===== config.mk =====
export PLATFORM = sky130hd
export DESIGN_NAME = ufc_top
export DESIGN_NICKNAME = d
export VERILOG_FILES = /design/src/ufc_pkg.sv /design/src/ufc_fifo.sv /design/src/ufc_top.sv
export SDC_FILE = /design/constraint.sdc
export NUM_CORES = 1
export LEC_CHECK = 0
export BUFFER_PORTS_ARGS = -buffer_cell sky130_fd_sc_hd__buf_2
export CELL_PAD_IN_SITES_DETAIL_PLACEMENT = 1
export CELL_PAD_IN_SITES_GLOBAL_PLACEMENT = 2
export CORE_ASPECT_RATIO = 1.5
export CORE_UTILIZATION = 47
export CTS_CLUSTER_DIAMETER = 60
export DETAILED_ROUTE_END_ITERATION = 10
export PLACE_DENSITY_LB_ADDON = 0.3
export SYNTH_ARGS = -nofsm -noshare
export SYNTH_HDL_FRONTEND = slang
export SYNTH_HIERARCHICAL = 1
export SYNTH_SLANG_ARGS = --single-unit

===== constraint.sdc =====
create_clock -name clk_i -period 7.79 [get_ports clk_i]
set_input_delay 0.3895 -clock clk_i [delete_from_list [all_inputs] [get_ports clk_i]]
set_output_delay 0.3895 -clock clk_i [all_outputs]
set_load 0.02 [all_outputs]

===== src/ufc_pkg.sv =====
// constants for the uart fifo and flow-control configuration block
`default_nettype none
package ufc_pkg;
   // register offsets on the internal register port
   localparam logic [2:0] OFS_DATA      = 3'h0;
   localparam logic [2:0] OFS_INT_EN    = 3'h1;
   localparam logic [2:0] OFS_FIFO_CTL  = 3'h2;
   localparam logic [2:0] OFS_ENH_FEAT  = 3'h2;
   localparam logic [2:0] OFS_LINE_CTL  = 3'h3;
   localparam logic [2:0] OFS_MODEM_CTL = 3'h4;
   localparam logic [2:0] OFS_RESUME1   = 3'h4;
   localparam logic [2:0] OFS_RESUME2   = 3'h5;
   localparam logic [2:0] OFS_PAUSE1    = 3'h6;
   localparam logic [2:0] OFS_PAUSE2    = 3'h7;

   // line_control value that opens the enhanced bank
   localparam logic [7:0] LINE_CTL_ENH_KEY = 8'hbf;
   localparam int         LINE_CTL_DLAB    = 7;

   // reset values
   localparam logic [7:0] FIFO_CTL_RST  = 8'h00;
   localparam logic [7:0] ENH_FEAT_RST  = 8'h00;
   localparam logic [7:0] LINE_CTL_RST  = 8'h00;
   localparam logic [7:0] INT_EN_RST    = 8'h00;
   localparam logic [7:0] MODEM_CTL_RST = 8'h00;
   localparam logic [7:0] FLOW_CHAR_RST = 8'h00;

   // fifo_control fields
   localparam int FC_EN = 0;
   localparam int FC_RX_RST = 1;
   localparam int FC_TX_RST = 2;
   localparam int FC_TX_TRIG_LO = 4;
   localparam int FC_RX_TRIG_LO = 6;

   // enhanced_feature_control fields
   localparam int EF_AUTO_CTS = 7;
   localparam int EF_AUTO_RTS = 6;
   localparam int EF_SPECIAL  = 5;
   localparam int EF_ENHANCED = 4;

   // other bits used here
   localparam int IE_RX_READY = 0;
   localparam int IE_TX_READY = 1;
   localparam int IE_SLEEP    = 4;
   localparam int IE_SW_FLOW  = 5;
   localparam int MC_RTS      = 1;

   // fifo sizing and levels
   localparam int         LVL_W       = 7;
   localparam logic [6:0] DEPTH_FIFO  = 7'h40;
   localparam logic [6:0] DEPTH_PLAIN = 7'h01;
   localparam logic [6:0] TRIG_PLAIN  = 7'h01;
   localparam logic [3:0][6:0] RX_TRIG_TBL = {7'h3c, 7'h38, 7'h10, 7'h08};
   localparam logic [3:0][6:0] TX_TRIG_TBL = {7'h38, 7'h20, 7'h10, 7'h08};
   localparam logic [6:0] RX_HALT_LVL   = 7'h3c;
   localparam logic [6:0] RX_RESUME_LVL = 7'h20;

   // software flow-control select codes, two bits each
   localparam logic [1:0] SW_NONE  = 2'h0;
   localparam logic [1:0] SW_PAIR2 = 2'h1;
   localparam logic [1:0] SW_PAIR1 = 2'h2;
   localparam logic [1:0] SW_BOTH  = 2'h3;

   // interrupt_identification source codes, bits [5:1]
   localparam logic [4:0] ID_RX_DATA = 5'h02;
   localparam logic [4:0] ID_TX_RDY  = 5'h01;
   localparam logic [4:0] ID_SW_FLOW = 5'h08;
   localparam logic [4:0] ID_NONE    = 5'h00;
endpackage
`default_nettype wire


===== src/ufc_fifo.sv =====
// character fifo with run-time capacity and synchronous flush
`timescale 1ns/100ps
`default_nettype none
module ufc_fifo (
   input  wire logic       clk_i,
   input  wire logic       nrst_i,
   input  wire logic       flush_i,
   input  wire logic [6:0] cap_i,
   input  wire logic       push_valid_i,
   output logic            push_ready_o,
   input  wire logic [7:0] wr_data_i,
   output logic            pop_valid_o,
   input  wire logic       pop_ready_i,
   output logic [7:0]      rd_data_o,
   output logic [6:0]      level_o
);
   logic [7:0] mem_r [0:63];
   logic [5:0] wr_ptr_r;
   logic [5:0] rd_ptr_r;
   logic [6:0] count_r;
   wire        do_push;
   wire        do_pop;

   assign push_ready_o = (count_r < cap_i);
   assign pop_valid_o  = (count_r != 7'h00);
   assign rd_data_o    = mem_r[rd_ptr_r];
   assign level_o      = count_r;
   assign do_push      = push_valid_i & push_ready_o & ~flush_i;
   assign do_pop       = pop_ready_i & pop_valid_o & ~flush_i;

   // flush only touches pointers and count; stored words are simply abandoned
   always_ff @(posedge clk_i)
   begin
      if (!nrst_i || flush_i)
      begin
         wr_ptr_r <= 6'h00;
         rd_ptr_r <= 6'h00;
         count_r  <= 7'h00;
      end
      else
      begin
         if (do_push)
            wr_ptr_r <= wr_ptr_r + 6'h01;
         if (do_pop)
            rd_ptr_r <= rd_ptr_r + 6'h01;
         if (do_push && !do_pop)
            count_r <= count_r + 7'h01;
         else if (do_pop && !do_push)
            count_r <= count_r - 7'h01;
      end
   end

   always_ff @(posedge clk_i)
   begin
      if (do_push)
         mem_r[wr_ptr_r] <= wr_data_i;
   end
endmodule
`default_nettype wire


===== src/ufc_top.sv =====
// uart fifo configuration, hardware and software flow control
`timescale 1ns/100ps
`default_nettype none
// Functional notes
// rx trigger code picks 8/16/56/60
// tx trigger code picks 8/16/32/56 spaces
// tx fifo reset empties, self-clears
// rx fifo reset empties, self-clears
// fifo off: one character, trigger one
// fifo on: 64 characters each way
// tx trigger writable only with enhanced
// fifo_control at 02h, dlab low, reset 00
// bit 7 enables automatic cts
// bit 6 enables automatic rts
// special char stored, flags identification
// compared pause char: swallowed, both flags
// enhanced bit gates upper bits, sleep
// upper select bits pick transmit pair
// lower select bits pick receive compare
// 1011/0111: receive either character
// 1111: send both, receive both in sequence
// 0011: no transmit flow control
// tx ready on spaces above trigger
// rx ready while level at trigger
// cts pauses between chars, rts near full
module ufc_top (
   input  wire logic       clk_i,
   input  wire logic       nrst_i,
   input  wire logic [2:0] reg_addr_i,
   input  wire logic       reg_wr_i,
   input  wire logic       reg_rd_i,
   input  wire logic [7:0] reg_wdata_i,
   output logic [7:0]      reg_rdata_o,
   input  wire logic [7:0] rx_char_i,
   input  wire logic       rx_valid_i,
   output logic [7:0]      tx_char_o,
   output logic            tx_valid_o,
   input  wire logic       tx_ready_i,
   input  wire logic       cts_n_i,
   output logic            rts_n_o,
   output logic            rx_ready_int_o,
   output logic            tx_ready_int_o,
   output logic            sleep_en_o
);
   // ---------------- registers ----------------
   logic [7:0] line_control_r;
   logic [7:0] interrupt_enable_r;
   logic [7:0] modem_control_r;
   logic [7:0] fifo_control_r;
   logic [7:0] enhanced_feature_control_r;
   logic [7:0] resume_char_first_r;
   logic [7:0] resume_char_second_r;
   logic [7:0] pause_char_first_r;
   logic [7:0] pause_char_second_r;

   // ---------------- address decode ----------------
   wire bank_norm = ~line_control_r[ufc_pkg::LINE_CTL_DLAB];
   wire bank_enh  = (line_control_r == ufc_pkg::LINE_CTL_ENH_KEY);
   wire enh_on    = enhanced_feature_control_r[ufc_pkg::EF_ENHANCED];

   wire wr_data  = reg_wr_i & bank_norm & (reg_addr_i == ufc_pkg::OFS_DATA);
   wire wr_ie    = reg_wr_i & bank_norm
                   & (reg_addr_i == ufc_pkg::OFS_INT_EN);
   wire wr_fc    = reg_wr_i & bank_norm
                   & (reg_addr_i == ufc_pkg::OFS_FIFO_CTL);
   wire wr_ef    = reg_wr_i & bank_enh
                   & (reg_addr_i == ufc_pkg::OFS_ENH_FEAT);
   wire wr_lc    = reg_wr_i & (reg_addr_i == ufc_pkg::OFS_LINE_CTL);
   wire wr_mc    = reg_wr_i & bank_norm
                   & (reg_addr_i == ufc_pkg::OFS_MODEM_CTL);
   wire wr_on1   = reg_wr_i & bank_enh
                   & (reg_addr_i == ufc_pkg::OFS_RESUME1);
   wire wr_on2   = reg_wr_i & bank_enh
                   & (reg_addr_i == ufc_pkg::OFS_RESUME2);
   wire wr_off1  = reg_wr_i & bank_enh
                   & (reg_addr_i == ufc_pkg::OFS_PAUSE1);
   wire wr_off2  = reg_wr_i & bank_enh
                   & (reg_addr_i == ufc_pkg::OFS_PAUSE2);
   wire rd_data  = reg_rd_i & bank_norm & (reg_addr_i == ufc_pkg::OFS_DATA);
   wire rd_ident = reg_rd_i & bank_norm
                   & (reg_addr_i == ufc_pkg::OFS_FIFO_CTL);

   // ---------------- fifo control write ----------------
   wire       fifo_en   = fifo_control_r[ufc_pkg::FC_EN];
   wire       new_en    = reg_wdata_i[ufc_pkg::FC_EN];
   wire [1:0] rx_sel    = fifo_control_r[ufc_pkg::FC_RX_TRIG_LO +: 2];
   wire [1:0] tx_sel    = fifo_control_r[ufc_pkg::FC_TX_TRIG_LO +: 2];
   wire       flush_tx  = fifo_control_r[ufc_pkg::FC_TX_RST];
   wire       flush_rx  = fifo_control_r[ufc_pkg::FC_RX_RST];
   wire       en_change = wr_fc & (new_en != fifo_en);
   logic [7:0] fifo_control_nxt;

   always_comb
   begin
      fifo_control_nxt = fifo_control_r;
      // reset bits drop after the one flush cycle
      fifo_control_nxt[ufc_pkg::FC_TX_RST] = 1'b0;
      fifo_control_nxt[ufc_pkg::FC_RX_RST] = 1'b0;
      if (wr_fc)
      begin
         fifo_control_nxt[ufc_pkg::FC_EN] = new_en;
         if (new_en)
         begin
            fifo_control_nxt[ufc_pkg::FC_RX_TRIG_LO +: 2] =
               reg_wdata_i[ufc_pkg::FC_RX_TRIG_LO +: 2];
            if (enh_on)
               fifo_control_nxt[ufc_pkg::FC_TX_TRIG_LO +: 2] =
                  reg_wdata_i[ufc_pkg::FC_TX_TRIG_LO +: 2];
            fifo_control_nxt[ufc_pkg::FC_TX_RST] =
               reg_wdata_i[ufc_pkg::FC_TX_RST];
            fifo_control_nxt[ufc_pkg::FC_RX_RST] =
               reg_wdata_i[ufc_pkg::FC_RX_RST];
         end
         // toggling the mode empties both sides so depth limits stay honest
         if (en_change)
         begin
            fifo_control_nxt[ufc_pkg::FC_TX_RST] = 1'b1;
            fifo_control_nxt[ufc_pkg::FC_RX_RST] = 1'b1;
         end
      end
   end

   // upper enable and modem bits only move with the enhanced bit
   wire [7:0] ie_nxt = enh_on ? reg_wdata_i
                       : {interrupt_enable_r[7:4], reg_wdata_i[3:0]};
   wire [7:0] mc_nxt = enh_on ? reg_wdata_i
                       : {modem_control_r[7:5], reg_wdata_i[4:0]};

   always_ff @(posedge clk_i)
   begin
      if (!nrst_i)
      begin
         line_control_r             <= ufc_pkg::LINE_CTL_RST;
         interrupt_enable_r         <= ufc_pkg::INT_EN_RST;
         modem_control_r            <= ufc_pkg::MODEM_CTL_RST;
         fifo_control_r             <= ufc_pkg::FIFO_CTL_RST;
         enhanced_feature_control_r <= ufc_pkg::ENH_FEAT_RST;
         resume_char_first_r        <= ufc_pkg::FLOW_CHAR_RST;
         resume_char_second_r       <= ufc_pkg::FLOW_CHAR_RST;
         pause_char_first_r         <= ufc_pkg::FLOW_CHAR_RST;
         pause_char_second_r        <= ufc_pkg::FLOW_CHAR_RST;
      end
      else
      begin
         fifo_control_r <= fifo_control_nxt;
         if (wr_lc)
            line_control_r <= reg_wdata_i;
         if (wr_ie)
            interrupt_enable_r <= ie_nxt;
         if (wr_mc)
            modem_control_r <= mc_nxt;
         if (wr_ef)
            enhanced_feature_control_r <= reg_wdata_i;
         if (wr_on1)
            resume_char_first_r <= reg_wdata_i;
         if (wr_on2)
            resume_char_second_r <= reg_wdata_i;
         if (wr_off1)
            pause_char_first_r <= reg_wdata_i;
         if (wr_off2)
            pause_char_second_r <= reg_wdata_i;
      end
   end

   // ---------------- fifos ----------------
   wire [6:0] cap = fifo_en ? ufc_pkg::DEPTH_FIFO
                    : ufc_pkg::DEPTH_PLAIN;
   wire [6:0] rx_trig = fifo_en ? ufc_pkg::RX_TRIG_TBL[rx_sel]
                        : ufc_pkg::TRIG_PLAIN;
   wire [6:0] tx_trig = fifo_en ? ufc_pkg::TX_TRIG_TBL[tx_sel]
                        : ufc_pkg::TRIG_PLAIN;

   wire [6:0] tx_level;
   wire [6:0] rx_level;
   wire [7:0] tx_head;
   wire [7:0] rx_head;
   wire       tx_avail;
   wire       rx_avail;
   wire       tx_pop;
   wire       rx_push;

   // a full transmit fifo drops the host write; host must watch tx ready
   ufc_fifo u_tx_fifo (
      .clk_i        (clk_i),
      .nrst_i       (nrst_i),
      .flush_i      (flush_tx),
      .cap_i        (cap),
      .push_valid_i (wr_data),
      .push_ready_o (),
      .wr_data_i    (reg_wdata_i),
      .pop_valid_o  (tx_avail),
      .pop_ready_i  (tx_pop),
      .rd_data_o    (tx_head),
      .level_o      (tx_level)
   );

   // the receive shift register is outside; an overrun char is lost
   ufc_fifo u_rx_fifo (
      .clk_i        (clk_i),
      .nrst_i       (nrst_i),
      .flush_i      (flush_rx),
      .cap_i        (cap),
      .push_valid_i (rx_push),
      .push_ready_o (),
      .wr_data_i    (rx_char_i),
      .pop_valid_o  (rx_avail),
      .pop_ready_i  (rd_data),
      .rd_data_o    (rx_head),
      .level_o      (rx_level)
   );

   // ---------------- receive compare ----------------
   wire [1:0] sw_tx = enhanced_feature_control_r[3:2];
   wire [1:0] sw_rx = enhanced_feature_control_r[1:0];
   wire cmp_any = (sw_rx == ufc_pkg::SW_BOTH) & (sw_tx != ufc_pkg::SW_BOTH);
   wire cmp_seq = (sw_rx == ufc_pkg::SW_BOTH)
                  & (sw_tx == ufc_pkg::SW_BOTH);
   wire cmp1 = (sw_rx == ufc_pkg::SW_PAIR1) | cmp_any;
   wire cmp2 = (sw_rx == ufc_pkg::SW_PAIR2) | cmp_any;

   wire is_on1  = (rx_char_i == resume_char_first_r);
   wire is_on2  = (rx_char_i == resume_char_second_r);
   wire is_off1 = (rx_char_i == pause_char_first_r);
   wire is_off2 = (rx_char_i == pause_char_second_r);

   logic seq_on_r;
   logic seq_off_r;
   logic remote_pause_r;
   logic sw_flag_r;
   logic special_r;

   wire seq_on_hit  = cmp_seq & seq_on_r & is_on2;
   wire seq_off_hit = cmp_seq & seq_off_r & is_off2;
   wire seq_first   = cmp_seq & (is_on1 | is_off1);
   wire off_hit = rx_valid_i & ((cmp1 & is_off1) | (cmp2 & is_off2)
                                | seq_off_hit);
   wire on_hit  = rx_valid_i & ((cmp1 & is_on1) | (cmp2 & is_on2)
                                | seq_on_hit);
   // in sequence mode the first half is swallowed even if the second never follows
   wire flow_char = off_hit | on_hit | (rx_valid_i & seq_first);
   wire spec_hit  = rx_valid_i
                    & enhanced_feature_control_r[ufc_pkg::EF_SPECIAL]
                    & is_off2;
   assign rx_push = rx_valid_i & ~flow_char;

   always_ff @(posedge clk_i)
   begin
      if (!nrst_i)
      begin
         seq_on_r       <= 1'b0;
         seq_off_r      <= 1'b0;
         remote_pause_r <= 1'b0;
         sw_flag_r      <= 1'b0;
         special_r      <= 1'b0;
      end
      else
      begin
         if (rx_valid_i)
         begin
            seq_on_r  <= cmp_seq & is_on1;
            seq_off_r <= cmp_seq & is_off1;
         end
         if (off_hit)
            remote_pause_r <= 1'b1;
         else if (on_hit)
            remote_pause_r <= 1'b0;
         // a new event in the clearing read cycle survives
         if (off_hit)
            sw_flag_r <= 1'b1;
         else if (rd_ident)
            sw_flag_r <= 1'b0;
         if (spec_hit)
            special_r <= 1'b1;
         else if (rd_ident)
            special_r <= 1'b0;
      end
   end

   // ---------------- receive halt (rts and pause chars) ----------------
   logic rx_halt_r;
   wire  rx_halt_nxt = (rx_level >= ufc_pkg::RX_HALT_LVL) ? 1'b1
                       : (rx_level <= ufc_pkg::RX_RESUME_LVL) ? 1'b0
                       : rx_halt_r;
   wire  halt_edge = rx_halt_nxt != rx_halt_r;

   // ---------------- transmit side ----------------
   logic [1:0] cts_sync_r;
   logic       fc_pend_r;
   logic       fc_kind_r;
   logic       fc_step_r;
   logic [7:0] tx_char_r;
   logic       tx_valid_r;

   wire cts_ok = ~enhanced_feature_control_r[ufc_pkg::EF_AUTO_CTS]
                 | ~cts_sync_r[1];
   wire load   = ~tx_valid_r | tx_ready_i;
   wire send_fc = load & fc_pend_r & cts_ok;
   // data waits while cts is inactive or the far end sent a pause char
   assign tx_pop = load & ~fc_pend_r & cts_ok & ~remote_pause_r
                   & tx_avail;
   wire [7:0] fc_char = fc_kind_r
                        ? (fc_step_r ? pause_char_second_r
                                     : pause_char_first_r)
                        : (fc_step_r ? resume_char_second_r
                                     : resume_char_first_r);
   wire fc_more = send_fc & ~fc_step_r
                  & (sw_tx == ufc_pkg::SW_BOTH);

   always_ff @(posedge clk_i)
   begin
      if (!nrst_i)
      begin
         cts_sync_r <= 2'h3;
         rx_halt_r  <= 1'b0;
         fc_pend_r  <= 1'b0;
         fc_kind_r  <= 1'b0;
         fc_step_r  <= 1'b0;
         tx_char_r  <= 8'h00;
         tx_valid_r <= 1'b0;
      end
      else
      begin
         cts_sync_r <= {cts_sync_r[0], cts_n_i};
         rx_halt_r  <= rx_halt_nxt;
         if (halt_edge && sw_tx != ufc_pkg::SW_NONE)
         begin
            fc_pend_r <= 1'b1;
            fc_kind_r <= rx_halt_nxt;
            fc_step_r <= (sw_tx == ufc_pkg::SW_PAIR2);
         end
         else if (fc_more)
            fc_step_r <= 1'b1;
         else if (send_fc)
            fc_pend_r <= 1'b0;
         if (send_fc)
         begin
            tx_char_r  <= fc_char;
            tx_valid_r <= 1'b1;
         end
         else if (tx_pop)
         begin
            tx_char_r  <= tx_head;
            tx_valid_r <= 1'b1;
         end
         else if (load)
            tx_valid_r <= 1'b0;
      end
   end

   // ---------------- status and read path ----------------
   wire rx_int = rx_avail & (rx_level >= rx_trig);
   wire tx_int = fifo_en ? ((cap - tx_level) > tx_trig)
                         : (tx_level == 7'h00);
   wire src_rx = interrupt_enable_r[ufc_pkg::IE_RX_READY] & rx_int;
   wire src_tx = interrupt_enable_r[ufc_pkg::IE_TX_READY] & tx_int;
   wire src_sw = interrupt_enable_r[ufc_pkg::IE_SW_FLOW]
                 & (sw_flag_r | special_r);
   wire [4:0] id_code = src_rx ? ufc_pkg::ID_RX_DATA
                        : src_tx ? ufc_pkg::ID_TX_RDY
                        : src_sw ? ufc_pkg::ID_SW_FLOW
                        : ufc_pkg::ID_NONE;
   wire [7:0] ident = {fifo_en, fifo_en, id_code,
                       ~(src_rx | src_tx | src_sw)};
   wire rts_n_nxt = enhanced_feature_control_r[ufc_pkg::EF_AUTO_RTS]
                    ? rx_halt_r
                    : ~modem_control_r[ufc_pkg::MC_RTS];
   wire sleep_nxt = enh_on
                    & interrupt_enable_r[ufc_pkg::IE_SLEEP];
   logic [7:0] rdata_nxt;

   always_comb
   begin
      if (!reg_rd_i)
         rdata_nxt = 8'h00;
      else if (reg_addr_i == ufc_pkg::OFS_LINE_CTL)
         rdata_nxt = line_control_r;
      else if (bank_enh && reg_addr_i == ufc_pkg::OFS_ENH_FEAT)
         rdata_nxt = enhanced_feature_control_r;
      else if (bank_enh && reg_addr_i == ufc_pkg::OFS_RESUME1)
         rdata_nxt = resume_char_first_r;
      else if (bank_enh && reg_addr_i == ufc_pkg::OFS_RESUME2)
         rdata_nxt = resume_char_second_r;
      else if (bank_enh && reg_addr_i == ufc_pkg::OFS_PAUSE1)
         rdata_nxt = pause_char_first_r;
      else if (bank_enh && reg_addr_i == ufc_pkg::OFS_PAUSE2)
         rdata_nxt = pause_char_second_r;
      else if (!bank_norm)
         rdata_nxt = 8'h00;
      else if (reg_addr_i == ufc_pkg::OFS_DATA)
         rdata_nxt = rx_avail ? rx_head : 8'h00;
      else if (reg_addr_i == ufc_pkg::OFS_INT_EN)
         rdata_nxt = interrupt_enable_r;
      else if (reg_addr_i == ufc_pkg::OFS_FIFO_CTL)
         rdata_nxt = ident;
      else if (reg_addr_i == ufc_pkg::OFS_MODEM_CTL)
         rdata_nxt = modem_control_r;
      else
         rdata_nxt = 8'h00;
   end

   always_ff @(posedge clk_i)
   begin
      if (!nrst_i)
      begin
         reg_rdata_o    <= 8'h00;
         rts_n_o        <= 1'b1;
         rx_ready_int_o <= 1'b0;
         tx_ready_int_o <= 1'b0;
         sleep_en_o     <= 1'b0;
      end
      else
      begin
         if (reg_rd_i)
            reg_rdata_o <= rdata_nxt;
         rts_n_o        <= rts_n_nxt;
         rx_ready_int_o <= rx_int;
         tx_ready_int_o <= tx_int;
         sleep_en_o     <= sleep_nxt;
      end
   end

   assign tx_char_o  = tx_char_r;
   assign tx_valid_o = tx_valid_r;
endmodule
`default_nettype wire


### Yosys cells after proc, flatten, opt, wreduce, memory -nomap -nowiden

Memories as Yosys holds them, arrays and structs flattened. A register that Yosys moved wholly into a read port is not among the register bits.
Index checks and enable logic that the tools add are counted.

| storage, ports and cells | value |
|---|---|
| register bits after elaboration | 141 |
| bits of input ports | 26 |
| word-level logic and storage cells | 254 |
| output and inout bits | 21 |
| bits in writable memories | 1,024 |
| memories kept | 2 |

| cells by class | value |
|---|---|
| reduce and logical (&&, ||, !) cells | 37 |
| bitwise gates (word level) | 82 |
| add/subtract/negate cells | 9 |
| magnitude comparators | 8 |
| equal/unequal tests | 21 |
| multiplexer cells | 58 |

Memory list:

| name | depth | width | read ports | clocked after memory_dff | wr ports | line | source |
|---|---|---|---|---|---|---|---|
| u_rx_fifo.mem_r | 64 | 8 | 1 | 1 | 1 | ufc_fifo.sv:17 | `logic [7:0] mem_r [0:63];` |
| u_tx_fifo.mem_r | 64 | 8 | 1 | 1 | 1 | ufc_fifo.sv:17 |  |

Operator list:

| cell | number |
|---|---|
| $mux 8 | 17 |
| $mux 7 | 9 |
| $and 1x1->1 | 56 |
| $eq 8x8->1 | 4 |
| $bmux 7 s2 | 2 |
| $add 6x1->6 const B | 4 |
| $mux 6 | 4 |
| $mux 1 | 21 |
| $reduce_bool 2->1 | 9 |
| $add 7x1->7 const B | 2 |
| $lt 7x7->1 | 2 |
| $or 1x1->1 | 14 |
| $reduce_bool 7->1 | 2 |
| $sub 7x1->7 const B | 2 |
| $eq 3x3->1 const B | 4 |
| $mux 4 | 3 |
| $not 1->1 | 12 |
| $logic_and 1x1->1 | 10 |
| $reduce_and 2->1 | 5 |
| $eq 8x8->1 const B | 1 |
| $ge 7x6->1 const B | 1 |
| $ge 7x7->1 | 1 |
| $gt 7x7->1 | 1 |
| $le 7x6->1 const B | 1 |
| 16 further kinds | 28 |

### Longest topological paths before layout

Gate-level depths: netlist of the first run.

| depth | value |
|---|---|
| depth after elaboration | 19 |
| gate-level depth with buffers | 20 |
| mapped depth without buffers | 18 |

### By module

Netlist of the first run, hierarchy kept.

By module, submodules not included:

| module | times used | area each (um^2) | sequential area each (um^2) | cells an instance |
|---|---|---|---|---|
| ufc_fifo (u_tx_fifo) | 1 | 21,566.9 | 15,875.2 | 1,123 |
| ufc_fifo (u_rx_fifo) | 1 | 21,544.4 | 15,875.2 | 1,121 |
| ufc_top | 1 | 5,789.3 | 2,062.0 | 686 |

### Worst setup path after synthesis of the first run

No wires, ideal clock.

| path | value |
|---|---|
| kind | input to register |
| start | input rx_char_i[6] |
| end | register u_rx_fifo.count_r[6], in the netlist u_rx_fifo/level_o[6] |
| cell stages on the path | 19 |
| path buffers | 2 |
| library setup time | 0.127 ns |
| setup slack | 4.072 ns |
| arrival time | 3.591 ns |
| data required time | 7.663 ns |
| path through | clkbuf_1 xnor2_1 nand4_1 or4_1 nor4b_1 and2_1 and2b_1 o211ai_2 buf_6 inv_1 ha_1 inv_1 ha_1 a21o_1 a21oi_1 o21ai_0 o311ai_0 xnor2_1 nor2_1 |

| on the way | value |
|---|---|
| longest elaborated chain between the ends | 14 |
| elaborated cells between the ends (all ways) | 30 |
| those cells by class | 4 x eq/ne; 1 x mux; 21 x bitwise; 4 x reduce/logical |

RTL lines:

| item | line | source |
|---|---|---|
| from (decl) | ufc_top.sv:34 | `input wire logic [7:0] rx_char_i,` |
| $eq 8x8->1 (on tied branches) | -- |  |
| $and 1x1->1 (on tied branches) | ufc_top.sv:235, ufc_top.sv:237 |  |
| $or 1x1->1 (on tied branches) | ufc_top.sv:235, ufc_top.sv:237 |  |
| $or 1x1->1 (on tied branches) | ufc_top.sv:236, ufc_top.sv:238 |  |
| $and 1x1->1 (on tied branches) | ufc_top.sv:235, ufc_top.sv:237 |  |
| $or 1x1->1 | ufc_top.sv:240 | `wire flow_char = off_hit \| on_hit \| (rx_valid_i & seq_first);` |
| $or 1x1->1 * | ufc_top.sv:240 |  |
| $not 1->1 * | ufc_top.sv:244 | `assign rx_push = rx_valid_i & ~flow_char;` |
| $and 1x1->1 * | ufc_top.sv:244 |  |
| net rx_push | ufc_top.sv:180 | `wire rx_push;` |
| $and 1x1->1 * (2 in series) | ufc_fifo.sv:28 | `assign do_push = push_valid_i & push_ready_o & ~flush_i;` |
| net u_rx_fifo.do_push | ufc_fifo.sv:21 | `wire do_push;` |
| $logic_not 1->1 | ufc_fifo.sv:48 | `else if (do_pop && !do_push)` |
| $logic_and 1x1->1 | ufc_fifo.sv:48 |  |
| $reduce_bool 2->1 (no source line) | -- |  |
| to (signal assigned) | ufc_fifo.sv:47 | `count_r <= count_r + 7'h01;` |
| to (signal assigned) | ufc_fifo.sv:49 | `count_r <= count_r - 7'h01;` |
| to (decl) | ufc_fifo.sv:20 | `logic [6:0] count_r;` |

The timed path passes the listed nets; every way through them passes the cells marked *.
A chain may end at the register's enable or synchronous reset.

### Worst setup path in the final report of the first run

| path | value |
|---|---|
| start | register enhanced_feature_control_r[3] |
| end | memory u_rx_fifo.mem_r[35][7] (enable) |

| on the way | value |
|---|---|
| longest elaborated chain between the ends | 15 |
| elaborated cells between the ends (all ways) | 30 |
| those cells by class | 2 x eq/ne; 2 x mux; 26 x bitwise |

RTL lines:

| item | line | source |
|---|---|---|
| from (decl) | ufc_top.sv:50 | `logic [7:0] enhanced_feature_control_r;` |
| from (signal assigned) | ufc_top.sv:137 | `enhanced_feature_control_r <= ufc_pkg::ENH_FEAT_RST;` |
| from (signal assigned) | ufc_top.sv:153 | `enhanced_feature_control_r <= reg_wdata_i;` |
| $ne 2x2->1 | ufc_top.sv:215 | `wire cmp_any = (sw_rx == ufc_pkg::SW_BOTH) & (sw_tx != ufc_pkg::SW_BOTH);` |
| $and 1x1->1 | ufc_top.sv:215 |  |
| $or 1x1->1 (on tied branches) | ufc_top.sv:218, ufc_top.sv:219 |  |
| $and 1x1->1 (on tied branches) | ufc_top.sv:235, ufc_top.sv:237 |  |
| $or 1x1->1 (on tied branches) | ufc_top.sv:235, ufc_top.sv:237 |  |
| $or 1x1->1 (on tied branches) | ufc_top.sv:236, ufc_top.sv:238 |  |
| $and 1x1->1 (on tied branches) | ufc_top.sv:235, ufc_top.sv:237 |  |
| $or 1x1->1 | ufc_top.sv:240 |  |
| $or 1x1->1 * | ufc_top.sv:240 |  |
| $not 1->1 * | ufc_top.sv:244 |  |
| $and 1x1->1 * | ufc_top.sv:244 |  |
| net rx_push | ufc_top.sv:180 |  |
| $and 1x1->1 * (2 in series) | ufc_fifo.sv:28 |  |
| $mux 1 * | ufc_fifo.sv:55 | `if (do_push)` |
| $mux 1 (implied by the code) * | ufc_fifo.sv:56 | `mem_r[wr_ptr_r] <= wr_data_i;` |
| to (decl) | ufc_fifo.sv:17 |  |

Marks and branches as above.

==> results.py, run 1 <==
metrics = {
    "run_status": {
        "status": "finished clean",
    },
    "yosys": {
        "ys_warn_count": 6,
        "synth.avg_cell_area_um2": 16.7,
        "syn_area_um2": 48900,
        "netlist_instances": 2928,
    },
    "die": {
        "coreArea_um2": 103000,
        "dieArea_um2": 105000,
        "num_rows": 144,
        "die_w_um": 265,
        "num_io_pins": 47,
        "start_util_pct": 47.5,
        "fp.dieH_um": 397,
    },
    "timing": {
        "finalHoldViolCount": 0,
        "tns_ps": 0,
        "maxSlewViolCount": 0,
        "tightest_slew_ps": 1170,
        "clock.fmax_mhz": 220,
        "min_period_ps": 4540,
        "period_share_pct": 58.2,
        "slew_headroom_pct": 21.3,
        "setup_ws_ps": 3250,
        "finalSetupViolCount": 0,
        "rsz0062_at_grt": "no",
        "skew_ps": 39.8,
    },
    "global_route": {
        "grt_pass1_wl_mm": 192,
        "grt_pass1_vias": 28200,
        "grt_antenna_before_repair": 5,
        "gr-total-overflow": 0,
        "grt_usage_pct": 25.3,
        "grt_max_degree": 121,
    },
    "routing": {
        "routedWlPerCell_um": 29.8,
        "drc_errors": 0,
        "vias_per_cell": 5.99,
        "via_count": 26500,
        "drt_iter0_markers": 1860,
        "dr.pass1.iters": 5,
        "wirelength_mm": 132,
        "ant_nets": 0,
    },
    "critical_path": {
        "worstPathArrival_ps": 4860,
        "required_ps": 8110,
        "crit_family": "simple AND/OR/NAND/NOR gates",
        "crit_path_end_kind": "register",
        "crit_fanout": 15,
        "critical_path_class": "reg -> reg",
        "critPathMaxStageDelay_ps": 1000,
        "start_kind": "register",
        "worst_path_max_delay_cell": "nor2_1",
        "cp_cell_sequence": "nand3_1 -> o211ai_1 -> nor2_1 -> a41o_1 -> nor4b_1 -> and2_1 -> and2b_1 -> o211ai_2 -> nand4bb_1 -> nor2_1",
        "critPathMostFrequentCell": "nor2_1",
        "critPathBufInv": 0,
    },
    "pwr": {
        "p_total_mw": 14.8,
        "ir_worst_vdd_uv": 248,
        "leakagePower_nw": 17.0,
        "power.density_nw_per_um2": 274,
    },
    "clocking": {
        "htreeDepth": 3,
        "cts_buffers": 107,
        "cts.path.max_buffers": 3,
        "post_cts_buffers": 0,
        "clk_transition_reported_paths_ps": 70,
        "cts_tree": "built",
        "clk_latency_ps": 730,
        "clock-sinks": 1177,
        "post_cts_resized": 0,
        "clock-root-buffer": "clkbuf_16",
        "cts_hold_buffers": 1,
    },
    "placement": {
        "io_buffers": 46,
        "hpwl_mm": 87.1,
        "place_congestion": 0.981,
        "pre_cts_slack_ps": 3180,
    },
    "flow_run": {
        "maxCapViolCount": 0,
    },
    "cells_and_area": {
        "nets": 3014,
        "syn_to_final_growth_pct": 10.1,
        "fill_cells": 9385,
        "drive_gt1_share_pct": 18.1,
    },
    "worst_hold_path": {
        "hp-class": "in -> reg",
    },
}
==> metal layers <==
layer,part of all wire (%),GRT usage [%],vias up
met2,54,46.8,713
met4,5.1,12.8,4
met3,4.1,3.16,243
met1,36,28.5,14000
li1,-,-,11600
met5,0.013,0,-
==> power breakdown <==
| part | internal (mW) | leakage [nW] | switching, mW |
|---|---|---|---|
| clock | 3.21 | 1.79 | 2.34 |
| combinational | 0.887 | 4.72 | 1.17 |
| sequential | 6.95 | 10.5 | 0.231 |
==> state kept, by name, summed over array words and instances, names as in the netlist, 2 cells and up, named ones only <==
| name | flops |
|---|---|
| u_tx_fifo/mem_r | 512 |
| u_tx_fifo/wr_ptr_r | 6 |
| interrupt_enable_r | 8 |
| u_tx_fifo/level_o | 7 |
| cts_sync_r | 2 |
| u_tx_fifo/rd_ptr_r | 6 |
| u_rx_fifo/rd_ptr_r | 6 |
| tx_char_o | 8 |
| enhanced_feature_control_r | 8 |
| u_rx_fifo/wr_ptr_r | 6 |
| fifo_control_r | 7 |
| reg_rdata_o | 8 |
| line_control_r | 8 |
| u_rx_fifo/level_o | 7 |
| u_rx_fifo/mem_r | 512 |
| resume_char_first_r | 8 |
| modem_control_r | 8 |
| resume_char_second_r | 8 |
| pause_char_first_r | 8 |
| pause_char_second_r | 8 |
==> final cells by class <==
type | instances | area (um^2) | area share [%]
sequential | 1177 | 33800 | 62.8
multi-input combinational | 1534 | 13900 | 25.8
clock buffer | 135 | 2910 | 5.40
tap | 1387 | 1740 | 3.22
clock inverter | 63 | 785 | 1.46
timing repair buffer | 79 | 493 | 0.916
inverter | 46 | 173 | 0.321
antenna | 2 | 5.00 | 0.00930
==> final timing paths <==
path | from | to | cells past startpoint | slack [ps]
worst max-delay path | enhanced_feature_control_r[3]$_SDFFE_PN0P_ | u_rx_fifo/mem_r[35][7]$_DFFE_PP_ | 10 | 3250
worst min-delay path | rx_char_i[1] | u_rx_fifo/mem_r[8][1]$_DFFE_PP_ | 1 | 60
worst max register to register | enhanced_feature_control_r[3]$_SDFFE_PN0P_ | u_rx_fifo/mem_r[35][7]$_DFFE_PP_ | 10 | 3250
worst min register to register | cts_sync_r[0]$_SDFF_PN1_ | cts_sync_r[1]$_SDFF_PN1_ | 1 | 430
==> cells in the final DEF (no fill, tap or decap), types with 38 or more instances in the layout <==
cell type	count
clkbuf_16	110
nor2b_1	56
mux4_2	239
o21ai_0	63
dfxtp_1	147
xnor2_1	38
nor2_1	279
buf_2	46
nand2_1	110
nand3_1	51
edfxtp_1	1024
ha_1	41
mux2i_1	133
inv_1	40
a21oi_1	88
==> metrics by stage <==
stage	hold WS, ps	cells	cell area (um^2)	util, %
after floorplan	386	2937	48900	-
after global placement	397	4222	50100	48.7
after detailed placement	412	4222	50100	48.7
after CTS	21.1	4421	53800	52.3
after global routing	53.7	4422	53800	52.3
final	62.8	4423	53800	52.3
==> worst register-to-register path, stage by stage, from the launching register on <==
cell and delay (ps):
dfxtp_1 510, nand3_1 200, o211ai_1 200, nor2_1 80
a41o_1 250, nor4b_1 280, and2_1 220, and2b_1 170
o211ai_2 250, nand4bb_1 980, nor2_1 1010
Note: power is estimated with default switching activity, not from simulation.
==> run 2, diff against run 1 <==
- clock period: 7.79 -> 4.7 ns (I/O delays scaled with it)
==> results.py, run 2 (same netlist as run 1, synthesis figures left out) <==
metrics = {
    "critical_path": {
        "required_ps": 5260,
        "crit_path_end_kind": "register",
        "start_kind": "register",
        "startpoint": "enhanced_feature_control_r[2]$_SDFFE_PN0P_",
        "reg2reg_from": "enhanced_feature_control_r[2]$_SDFFE_PN0P_",
        "crit_fanout": 9,
        "worstPathArrival_ps": 4790,
        "critical_path_class": "reg -> reg",
    },
    "die": {
        "coreArea_um2": 103000,
        "dieArea_um2": 105000,
        "num_rows": 144,
        "die_w_um": 265,
        "fp.dieH_um": 397,
        "num_io_pins": 47,
        "start_util_pct": 47.5,
    },
    "clocking": {
        "cts.path.max_buffers": 3,
        "cts_tree": "built",
        "clock-sinks": 1177,
        "cts_buffers": 109,
        "clk_latency_ps": 730,
        "htreeDepth": 3,
        "clk_transition_reported_paths_ps": 60,
        "clock-root-buffer": "clkbuf_16",
    },
    "pwr": {
        "ir_worst_vdd_uv": 345,
        "power.density_nw_per_um2": 449,
        "leakagePower_nw": 17.6,
    },
    "cells_and_area": {
        "largestRegisters": "u_rx_fifo/mem_r: 512 flops, u_tx_fifo/mem_r: 512 flops",
        "multiInputGateArea_um2": 13900,
        "fill_cells": 9480,
        "syn_to_final_growth_pct": 12.1,
        "nets": 3129,
        "drive_gt1_share_pct": 21.3,
        "register_area_um2": 33800,
        "final_cell_mix": "1,024 x edfxtp_1, 279 x nor2_1, 239 x mux4_2, 147 x dfxtp_1, 135 x buf_4",
        "layout_commonest_cell": "edfxtp_1",
        "num_antenna_cells": 0,
    },
    "global_route": {
        "grt_antenna_before_repair": 5,
        "gr-total-overflow": 0,
        "grt_usage_pct": 25.6,
        "grt_max_degree": 74,
        "grt_pass1_wl_mm": 196,
        "grt_pass1_vias": 29100,
    },
    "timing": {
        "finalSetupViolCount": 0,
        "slew_headroom_pct": 17.9,
        "period_share_pct": 89.8,
        "finalHoldViolCount": 0,
        "min_period_ps": 4220,
        "tightest_slew_ps": 1230,
        "rsz0062_at_grt": "no",
        "tns_ps": 0,
        "setup_ws_ps": 478,
        "maxSlewViolCount": 0,
        "skew_ps": 51.3,
        "clock.fmax_mhz": 237,
    },
    "routing": {
        "wirelength_mm": 134,
        "via_count": 27200,
        "drc_errors": 0,
        "dr.pass1.iters": 7,
        "routedWlPerCell_um": 29.4,
        "drt_iter0_markers": 2096,
        "ant_nets": 0,
        "vias_per_cell": 5.99,
    },
    "placement": {
        "io_buffers": 46,
        "pre_cts_slack_ps": 586,
        "place_congestion": 0.919,
        "hpwl_mm": 88.4,
    },
    "run_status": {
        "status": "finished clean",
    },
    "worst_hold_path": {
        "hp-start": "reg_wdata_i[3]",
        "hp-class": "in -> reg",
    },
    "flow_run": {
        "maxCapViolCount": 0,
    },
}
==> run 2: cell types whose count changed in the layout (fill, tap and decap cells not counted), sizes merged <==
cell / change
buf: +109
bufinv: -4
clkbuf: -4
clkinv: +15
clkinvlp: +1
diode: -2
dlygate4sd3: +4
inv: +1
==> run 2: timing repair <==
action	4_1_cts	5_1_grt
hold buffers	5	0
buffers inserted	0	0
gates resized for setup	0	0
endpoints found under the setup margin	0	0
hold endpoints to repair	8	0
==> run 2: final timing paths <==
path	slack [ps]	to	cells past startpoint
min	60	u_tx_fifo/mem_r[41][3]$_DFFE_PP_	1
min reg2reg	420	cts_sync_r[1]$_SDFF_PN1_	1
max reg2reg	480	u_rx_fifo/level_o[6]$_SDFFE_PP0P_	18
max	480	u_rx_fifo/level_o[6]$_SDFFE_PP0P_	18
==> run 2: routing by layer <==
layer | vias to the layer above | track usage [%] | part of all wire, %
met2 | 822 | 46.4 | 53
met3 | 233 | 3.09 | 4.5
met4 | 4 | 10.7 | 3.9
li1 | 11800 | - | -
met5 | - | 0 | 0.013
met1 | 14400 | 30.7 | 38
==> run 2: power breakdown <==
| group | switching [mW] | internal, mW |
|---|---|---|
| clock | 4.03 | 5.16 |
| sequential | 0.330 | 11.5 |
| combinational | 2.04 | 1.55 |
==> run 2: critical path: stages, from the launching register on <==
cell and delay, ps:
dfxtp_1 480, nand3_1 210, o211ai_1 250, nor2_1 80, a41o_1 280, nor4b_1 390
and2_1 270, and2b_1 170, o211ai_2 90, inv_1 90, ha_1 210, inv_1 190
fa_1 450, a21o_1 180, a21oi_1 270, o21ai_0 110, o311ai_0 130, xnor2_1 170
nor2_1 60
==> run 2: layout make-up <==
class / count / area share (%)
Sequential cell: 1177 / 61.7
Multi-Input combinational cell: 1534 / 25.4
Clock buffer: 131 / 5.28
Tap cell: 1387 / 3.17
Timing Repair Buffer: 192 / 2.58
Clock inverter: 76 / 1.56
Inverter: 46 / 0.315
==> run 2: metrics by stage <==
step	utilization, %	instances	instance area, um^2	hold WS (ps)	total power, mW
after floorplan	-	2937	48900	308	14.5
after global placement	49.6	4331	51000	404	15.5
after detailed placement	49.6	4331	51000	414	15.7
after CTS	53.3	4543	54800	19.9	24.8
after global routing	53.3	4543	54800	69.3	25.4
final	53.3	4543	54800	57.3	24.6
==> run 3, diff against run 2 <==
- clock period: 4.7 -> 4 ns (I/O delays scaled with it)
==> results.py, run 3 (same netlist as run 1, synthesis figures left out) <==
metrics = {
    "timing": {
        "slew_headroom_pct": 7.37,
        "finalHoldViolCount": 0,
        "hold_ws_ps": 50.2,
        "tightest_slew_ps": 1390,
        "period_share_pct": 95.1,
        "clock.fmax_mhz": 263,
        "min_period_ps": 3800,
        "tns_ps": 0,
        "maxSlewViolCount": 0,
        "finalSetupViolCount": 0,
        "skew_ps": 38.8,
        "rsz0062_at_grt": "no",
    },
    "worst_hold_path": {
        "hp-class": "in -> reg",
        "hp-start": "reg_wr_i",
        "whs_path_depth": 4,
    },
    "clocking": {
        "cts_buffers": 109,
        "post_cts_buffers": 0,
        "htreeDepth": 3,
        "clk_latency_ps": 730,
        "clk_transition_reported_paths_ps": 60,
        "cts_tree": "built",
        "clock-sinks": 1177,
        "clock-root-buffer": "clkbuf_16",
        "cts.path.max_buffers": 3,
    },
    "placement": {
        "place_area_um2": 51700,
        "hpwl_mm": 91.1,
        "io_buffers": 46,
        "post-place-cells": 4418,
        "place_congestion": 0.893,
    },
    "global_route": {
        "gr-total-overflow": 0,
        "grt_antenna_before_repair": 3,
        "grt_max_degree": 65,
        "grt_pass1_wl_mm": 199,
        "grt_usage_pct": 26.0,
        "grt_pass1_vias": 29600,
    },
    "critical_path": {
        "crit_fanout": 5,
        "worstPathArrival_ps": 4370,
        "critical_path_class": "reg -> reg",
        "crit_path_end_kind": "register",
        "ff2ff_setup_slack_ps": 200,
        "start_kind": "register",
        "startpoint": "resume_char_first_r[5]$_SDFFE_PN0P_",
        "reg2reg_depth": 17,
        "required_ps": 4570,
        "reg2reg_from": "resume_char_first_r[5]$_SDFFE_PN0P_",
    },
    "cells_and_area": {
        "layout_commonest_cell": "edfxtp_1",
        "final_cells": 4630,
        "drive_gt1_share_pct": 23.2,
        "nets": 3217,
        "finish.instance_area_um2": 55500,
        "final_cell_mix": "1,024 x edfxtp_1, 279 x nor2_1, 239 x mux4_2, 221 x buf_4, 147 x dfxtp_1",
        "syn_to_final_growth_pct": 13.6,
        "largestRegisters": "u_rx_fifo/mem_r: 512 flops, u_tx_fifo/mem_r: 512 flops",
    },
    "die": {
        "dieArea_um2": 105000,
        "num_io_pins": 47,
        "start_util_pct": 47.5,
        "num_rows": 144,
        "coreArea_um2": 103000,
        "fp.dieH_um": 397,
        "die_w_um": 265,
    },
    "pwr": {
        "p_total_mw": 29.1,
        "leakagePower_nw": 18.1,
        "power.density_nw_per_um2": 524,
        "ir_worst_vdd_uv": 562,
    },
    "flow_run": {
        "maxCapViolCount": 0,
    },
    "routing": {
        "drc_errors": 0,
        "via_count": 27600,
        "drt_iter0_markers": 2032,
        "vias_per_cell": 5.95,
        "dr.pass1.iters": 5,
        "routedWlPerCell_um": 29.2,
        "ant_nets": 0,
        "wirelength_mm": 135,
    },
    "run_status": {
        "status": "finished clean",
    },
}
-- run 3: changes by cell type in the layout (fill, tap and decap cells not counted), moves of 2 or more --
cell	before	now
clkinv_2	22	14
clkinvlp_4	7	9
buf_4	135	221
clkinv_4	3	1
clkbuf_1	15	22
clkinv_1	20	18
bufinv_16	13	15
-- run 3: power breakdown --
group	leakage, nW	internal (mW)	switching, mW
Sequential	10.5	13.5	0.386
Combinational	5.80	1.88	2.40
Clock	1.81	6.21	4.72
Total	18.1	21.6	7.51
-- run 3: per-stage QoR --
| stage | setup WS (ps) | util (%) |
|---|---|---|
| floorplan | 471 | - |
| detailed placement | 147 | 50.2 |
| finish | 197 | 54.0 |
| CTS | 122 | 54.0 |
| global route | 6.90 | 54.0 |
| global placement | 156 | 50.2 |
-- run 3: metal layers --
| metal | global-route usage, % | vias to the layer above | wire, um | share of wire [%] |
|---|---|---|---|---|
| met5 | 0 | - | 0 | 0 |
| met3 | 2.81 | 251 | 5070 | 3.8 |
| li1 | - | 12000 | - | - |
| met2 | 46.7 | 765 | 71600 | 53 |
| met4 | 11.8 | 0 | 6220 | 4.6 |
| met1 | 31.5 | 14600 | 52100 | 39 |
-- run 3: final cells by class --
class,count,area [um^2]
Clock inverter,67,857
Fill cell,9473,47300
Multi-Input combinational cell,1534,13900
Tap cell,1387,1740
Sequential cell,1177,33800
Inverter,46,173
Clock buffer,138,2930
Timing Repair Buffer,280,2090
Antenna cell,1,2.50
-- run 3: final timing paths --
path / end
max reg2reg: u_rx_fifo/level_o[6]$_SDFFE_PP0P_
min: enhanced_feature_control_r[6]$_SDFFE_PN0P_
max: u_rx_fifo/level_o[6]$_SDFFE_PP0P_
min reg2reg: cts_sync_r[1]$_SDFF_PN1_
-- run 3: repair_timing --
item                       in CTS  in global routing
hold endpoints to repair       41                  0
setup endpoints to repair       0                  1
hold buffers                    6                  0
gates resized for setup         0                  1
-- run 3: worst max-delay path, stage by stage, from the launching register on --
cell and delay, ps:
dfxtp_1 430, xnor2_1 150, nand4_1 170, or4_1 570, nor4b_1 180, and2_1 210
and2b_1 190, o211ai_2 80, inv_1 60, ha_1 210, inv_1 160, ha_1 300
a21o_1 200, a21oi_1 260, o21ai_0 120, o311ai_0 130, xnor2_1 180, nor2_1 50
